--- src/verilog/eepc_pkg.sv ---
`default_nettype none
package eepc_pkg;
   // ----------------------------------------
   // Register map and field layout
   // ----------------------------------------
   localparam logic [7:0] CTL_REG_OFS = 8'h1c;
   localparam logic [7:0] CTL_REG_RST = 8'h00;
   localparam int PUMP_EN_BIT = 6;
   localparam int ERASE_HI_BIT = 4;
   localparam int ERASE_LO_BIT = 3;
   localparam int LATCH_BIT = 2;
   localparam int OSC_SEL_BIT = 1;
   localparam int PWR_ON_BIT = 0;
   localparam logic [7:0] CTL_REG_MASK = 8'h5f;
   // ----------------------------------------
   // Array geometry
   // ----------------------------------------
   localparam int ARRAY_BYTES = 160;
   localparam int BLOCK_BYTES = 32;
   localparam int ARRAY_AW = 8;
   localparam logic [7:0] ERASED_BYTE = 8'hff;
   // Erase-mode encodings
   typedef enum logic [1:0] {
      EEPC_NO_ERASE = 2'b00,
      EEPC_BYTE_ERASE = 2'b01,
      EEPC_BLOCK_ERASE = 2'b10,
      EEPC_BULK_ERASE = 2'b11
   } eepc_mode_t;
endpackage
`default_nettype wire

--- src/verilog/eepc_top.sv ---
// Function
// - Block erase clears only the 32-byte block holding the written address.
// - Bulk erase clears all 160 bytes whatever in-range address was written.
// - Latch set routes array buses to programming; clear gives normal reads.
// - Oscillator select 1 picks RC clock, 0 picks CPU clock.
// - Power bit 1 applies pump voltage so program or erase proceeds.
// - Fields: pump 6, erase mode 4 and 3, latch 2, osc 1, power 0.
// - Erased cells read one; programming clears only bits written zero.
`timescale 1ns/100ps
`default_nettype none
module eepc_top #(
   parameter int ARRAY_BYTES = eepc_pkg::ARRAY_BYTES
) (
   input wire logic clk_i,
   input wire logic arst_n_i,
   // Control register port
   input wire logic [7:0] reg_addr_i,
   input wire logic [7:0] reg_wdata_i,
   input wire logic reg_wr_i,
   input wire logic reg_rd_i,
   output logic [7:0] reg_rdata_o,
   // Array port, address is the offset from the array base
   input wire logic [7:0] arr_addr_i,
   input wire logic [7:0] arr_wdata_i,
   input wire logic arr_wr_i,
   input wire logic arr_rd_i,
   output logic [7:0] arr_rdata_o,
   // Clock source and pump indications
   output logic osc_select_o,
   output logic pump_enable_o,
   output logic prog_power_on_o
);
   // ----------------------------------------
   // Reset release
   // ----------------------------------------
   logic rst_s1_q, rst_n_q;
   // Two stages so release is clean relative to clk_i
   always_ff @(posedge clk_i or negedge arst_n_i) begin
      if (!arst_n_i) begin
         rst_s1_q <= 1'b0;
         rst_n_q <= 1'b0;
      end else begin
         rst_s1_q <= 1'b1;
         rst_n_q <= rst_s1_q;
      end
   end

   // ----------------------------------------
   // Control register
   // ----------------------------------------
   logic [7:0] ctl_q, ctl_d;
   logic [7:0] rdata_q, rdata_d;
   logic sel_ctl;
   assign sel_ctl = (reg_addr_i == eepc_pkg::CTL_REG_OFS);

   // Unused bits 7 and 5 are masked so they always read zero
   always_comb begin
      ctl_d = ctl_q;
      rdata_d = 8'h00;
      if (reg_wr_i && sel_ctl) begin
         ctl_d = reg_wdata_i & eepc_pkg::CTL_REG_MASK;
      end
      if (reg_rd_i && sel_ctl) begin
         rdata_d = ctl_q;
      end else if (reg_rd_i) begin
         rdata_d = 8'h00;
      end
   end

   always_ff @(posedge clk_i or negedge rst_n_q) begin
      if (!rst_n_q) begin
         ctl_q <= eepc_pkg::CTL_REG_RST;
         rdata_q <= 8'h00;
      end else begin
         ctl_q <= ctl_d;
         rdata_q <= rdata_d;
      end
   end
   assign reg_rdata_o = rdata_q;

   logic latch_on, power_on;
   logic [1:0] mode;
   assign latch_on = ctl_q[eepc_pkg::LATCH_BIT];
   assign power_on = ctl_q[eepc_pkg::PWR_ON_BIT];
   assign mode = {ctl_q[eepc_pkg::ERASE_HI_BIT], ctl_q[eepc_pkg::ERASE_LO_BIT]};
   // Clock mux itself lives in the analog section; this is its select
   assign osc_select_o = ctl_q[eepc_pkg::OSC_SEL_BIT];
   assign pump_enable_o = ctl_q[eepc_pkg::PUMP_EN_BIT];
   // Pump voltage is only useful to the array while latched
   assign prog_power_on_o = power_on;

   // ----------------------------------------
   // Target capture
   // ----------------------------------------
   logic [7:0] tgt_addr_q, tgt_addr_d, tgt_data_q, tgt_data_d;
   logic tgt_vld_q, tgt_vld_d;
   // Last in-range write under latch with power off wins; cleared when the latch drops
   always_comb begin
      tgt_addr_d = tgt_addr_q;
      tgt_data_d = tgt_data_q;
      tgt_vld_d = tgt_vld_q && latch_on;
      if (latch_on && arr_wr_i && !power_on &&
          (arr_addr_i < 8'(ARRAY_BYTES))) begin
         tgt_addr_d = arr_addr_i;
         tgt_data_d = arr_wdata_i;
         tgt_vld_d = 1'b1;
      end
   end

   always_ff @(posedge clk_i or negedge rst_n_q) begin
      if (!rst_n_q) begin
         tgt_addr_q <= 8'h00;
         tgt_data_q <= 8'h00;
         tgt_vld_q <= 1'b0;
      end else begin
         tgt_addr_q <= tgt_addr_d;
         tgt_data_q <= tgt_data_d;
         tgt_vld_q <= tgt_vld_d;
      end
   end

   // ----------------------------------------
   // Array cells
   // ----------------------------------------
   // Cells are modelled as settled once power is applied; the pulse
   // length is software's job, so the effect lands on the rising edge
   logic [7:0] mem_q [ARRAY_BYTES];
   logic pwr_prev_q;
   logic fire;
   assign fire = latch_on && power_on && !pwr_prev_q && tgt_vld_q;

   always_ff @(posedge clk_i or negedge rst_n_q) begin
      if (!rst_n_q) begin
         pwr_prev_q <= 1'b0;
      end else begin
         pwr_prev_q <= power_on;
      end
   end

   for (genvar i = 0; i < ARRAY_BYTES; i++) begin : g_cell
      logic [7:0] cell_d;
      logic hit_byte, hit_blk;
      assign hit_byte = (tgt_addr_q == 8'(i));
      assign hit_blk = (tgt_addr_q / 8'(eepc_pkg::BLOCK_BYTES)) ==
                       8'(i / eepc_pkg::BLOCK_BYTES);
      always_comb begin
         cell_d = mem_q[i];
         if (fire) begin
            case (eepc_pkg::eepc_mode_t'(mode))
               eepc_pkg::EEPC_NO_ERASE: begin
                  // Only zeros written take effect
                  if (hit_byte) cell_d = mem_q[i] & tgt_data_q;
               end
               eepc_pkg::EEPC_BYTE_ERASE: begin
                  if (hit_byte) cell_d = eepc_pkg::ERASED_BYTE;
               end
               eepc_pkg::EEPC_BLOCK_ERASE: begin
                  if (hit_blk) cell_d = eepc_pkg::ERASED_BYTE;
               end
               default: begin
                  cell_d = eepc_pkg::ERASED_BYTE;
               end
            endcase
         end
      end
      // Array content survives reset: it is the nonvolatile store
      always_ff @(posedge clk_i) begin
         mem_q[i] <= cell_d;
      end
   end

   // ----------------------------------------
   // Normal reads
   // ----------------------------------------
   logic [7:0] ardata_q, ardata_d;
   // Reads are inhibited while latched, returning zero
   always_comb begin
      ardata_d = 8'h00;
      if (arr_rd_i && !latch_on && (arr_addr_i < 8'(ARRAY_BYTES))) begin
         ardata_d = mem_q[arr_addr_i];
      end
   end

   always_ff @(posedge clk_i or negedge rst_n_q) begin
      if (!rst_n_q) begin
         ardata_q <= 8'h00;
      end else begin
         ardata_q <= ardata_d;
      end
   end
   assign arr_rdata_o = ardata_q;
endmodule
`default_nettype wire

--- config.mk ---
export PLATFORM = sky130hd
export DESIGN_NAME = eepc_top
export DESIGN_NICKNAME = d
export VERILOG_FILES = /design/src/verilog/eepc_pkg.sv /design/src/verilog/eepc_top.sv
export SDC_FILE = /design/constraint.sdc
export NUM_CORES = 2
export LEC_CHECK = 0
export ABC_AREA = 1
export BUFFER_PORTS_ARGS = -buffer_cell sky130_fd_sc_hd__buf_2
export CORE_ASPECT_RATIO = 0.75
export CORE_MARGIN = 3
export CORE_UTILIZATION = 55
export CTS_BUF_LIST = sky130_fd_sc_hd__clkbuf_2
export DETAILED_ROUTE_END_ITERATION = 12
export PLACE_DENSITY = 0.71
export RECOVER_POWER = 50
export SKIP_CTS_REPAIR_TIMING = 1
export SYNTH_ARGS = -nofsm -noshare
export SYNTH_HDL_FRONTEND = slang
export SYNTH_SLANG_ARGS = --single-unit
--- constraint.sdc ---
create_clock -name clk_i -period 2.31 [get_ports clk_i]
set_input_delay 0.3465 -clock clk_i [delete_from_list [all_inputs] [get_ports clk_i]]
set_output_delay 0.3465 -clock clk_i [all_outputs]
set_load 0.005 [all_outputs]
==> flow_summary.yaml <==
outcome:
  status: "complete, but fails checks"
  violations: "max-capacitance violations, max-slew violations, negative setup slack"
layout:
  layout_commonest_cell: "nand2_1"
  finalNetCount: 7556
  final_cell_mix: "nand2_1 (2,578), edfxtp_1 (1,280), o21ai_0 (765), nand3_1 (654), a21oi_1 (508)"
  area_growth_pct: 12.22
  drive_gt1_share_pct: 13.42
yosys:
  postSynthRegisterBits: 1320
  yosys_warnings: 0
  synth_cell_types: 27
  synth_area_sq_um: 64540
  netlist.area_leader.share_pct: 59.56
  synthCells: 7204
  synth.yosys.seq_area_share_pct: 61.11
  synthTopCellsByArea: "edfxtp_1 (60%), nand2_1 (15%), o21ai_0 (5.9%)"
  synth.avg_cell_area_sq_um: 8.959
  yosys.area.top_type: "edfxtp_1"
critical_path:
  reg2reg_to: "mem_q[51][1]$_SDFFCE_PN1P_"
  critPathBufInv: 1
  critPathSlowestCell: "dfrtp_1"
  crit_arrival_ns: 2.30
  ff2ff_setup_slack_ns: -0.29
  max_stage_delay_ns: 0.43
  crit_cells: 1
  worst-path-max-fanout: 1
  cp_cell_sequence: "buf_2"
  crit_end: "arr_rdata_o[7]"
  setup.worst_path.start: "arr_rdata_o[7]$_DFF_PN0_"
  path_delay_family: "flip-flops"
  crit_type: "reg -> out"
  cp-end-kind: "output pin"
  worstRegToRegCells: 5
  required_ns: 1.96
  regToRegStartpoint: "ctl_q[4]$_DFFE_PN0P_"
  start_kind: "flop"
timing:
  rsz0062_at_grt: "true"
  fin_ws_ns: -0.3409
  whs_ns: 0.08620
  max_freq_mhz: 377.2
  worstMarginPinSlew_ns: 1.681
  relSlewSlack_pct: -12.05
  fin_crit_sh_pct: 114.8
  setup_viol: 891
  report.final.hold_viol_count: 0
  period_needed_ns: 2.651
  finalMaxSlewViolations: 31
  clock_skew_ns: 0.1660
global_routing:
  antenna_found_initial: 6
  grt.overflow.total: 0
  grt_pass1_vias: 51660
  grt_pass1_wl_microns: 306800
  grt_max_degree: 169
  track_usage_pct: 32.72
clock_network:
  cts_tree: "yes"
  insertion_delay_ns: 1.74
  h-tree-depth: 5
  root_buffer: "clkbuf_2"
  clock_sinks: 1320
  cts_buffers: 331
  clk_pin_slew_worst_paths_ns: 0.11
  cts_max_path_buffers: 4
power_and_ir_drop:
  powerDensity_nw_per_um2: 720.3
  peakVddDrop_mv: 0.7995
  p_total_mw: 52.17
  p_leak_nw: 31.82
routing:
  wl_microns: 203200
  drtPass1Iterations: 9
  drc: 0
  final_antenna_net_count: 0
  dr.first_iter.drc_count: 8035
  vias: 55340
  routed_via_density: 5.959
  post_drt_wl_per_cell_microns: 21.87
die:
  start_util_pct: 55.60
  die_area_sq_um: 121500
  die_w_microns: 401.5
  ios: 57
  dieHeight_microns: 302.7
  rows: 108
  coreArea_sq_um: 116100
place:
  dpl.hpwl_microns: 122100
  gp_congestion: 0.9165
  io_buffers: 52
min_path:
  hold_path.class: "in -> reg"
flow_run:
  drv_cap: 1
-- per-layer routing --
metal / global-route usage, % / share of wire, % / vias to the layer above
li1: - / - / 25050
met1: 46.80 / 39 / 25830
met2: 46.82 / 42 / 3956
met3: 9.418 / 15 / 498
met4: 13.96 / 3.6 / 2
met5: 0 / 0.0064 / -
-- worst reg2reg max path, stage by stage, from the launching register on --
cell      delay, ns
dfrtp_4        0.53
nor2_1         0.22
clkbuf_2       0.75
buf_8          0.35
buf_4          0.30
nand2_1        0.08
-- cells by family after synthesis --
kind of cell    synth area share (%)
other cells                  0.01164
compound gates                 10.79
flops                          61.11
mux                           0.1047
buf+inv                        6.115
simple gates                   21.87
-- worst min path at each step --
stage	start	endpoint	slack (ns)	cells after the start
final	arr_addr_i[2]	tgt_addr_q[2]$_DFFE_PN0P_	0.09	5
after global routing	arr_addr_i[2]	tgt_addr_q[2]$_DFFE_PN0P_	0.02	5
after CTS	arst_n_i	rst_s1_q$_DFF_PN0_	-1.78	1
after detailed placement	arst_n_i	rst_s1_q$_DFF_PN0_	0.13	1
after global placement	arst_n_i	rst_s1_q$_DFF_PN0_	0.13	1
after floorplan	arst_n_i	rst_n_q$_DFF_PN0_	0.05	0
-- synth_stat cells --
cell,number
o22ai_1,9
nand4_1,1
buf_2,116
o31ai_1,1
inv_1,360
nand2_1,2578
a21oi_1,508
nor3_1,2
o21ai_1,32
clkbuf_2,2
nand3_1,654
inv_2,2
conb_1,2
nand3b_1,1
clkbuf_1,422
o21ai_0,765
buf_6,8
buf_1,36
o211ai_1,46
nor4_1,2
buf_4,23
dfrtp_1,40
edfxtp_1,1280
clkinv_1,4
mux2_2,6
a211oi_1,3
nor2_1,301
-- sequential cells by signal (all words and copies together) (netlist names), 6 cells and up --
signal and flops:
arr_rdata_o 8, reg_rdata_o 6, tgt_data_q 8, tgt_addr_q 8, mem_q 1280, ctl_q 6
-- area by class of cell --
| cell class | instances | area [sq um] |
|---|---|---|
| antenna | 4 | 10.01 |
| clock buffer | 491 | 2457 |
| clock inverter | 67 | 386.6 |
| fill | 9872 | 43650 |
| inverter | 366 | 1401 |
| multi-input combinational | 4912 | 21170 |
| sequential | 1320 | 39470 |
| tap | 1540 | 1927 |
| timing repair buffer | 587 | 5605 |
-- stage by stage --
step	instances	area (sq um)	utilization (%)	worst slack, ns	setup TNS (ns)
after detailed placement	8649	68880	59.34	-0.09262	-0.4708
after global routing	9286	72420	62.39	-0.4894	-178.39
after floorplan	7205	64540	-	0.1572	0
final	9287	72430	62.40	-0.3409	-101.72
after CTS	9207	71730	61.79	-0.5099	-7.619
after global placement	8649	68880	59.34	-0.1006	-0.3556
-- report_power, final --
| part | internal, mW | total (mW) | switching (mW) |
|---|---|---|---|
| registers | 27.0 | 27.1 | 0.158 |
| logic | 2.56 | 9.14 | 6.58 |
| clock network | 6.13 | 15.9 | 9.77 |
| total | 35.7 | 52.2 | 16.5 |
No activity file was read; power rests on OpenSTA's default activity.
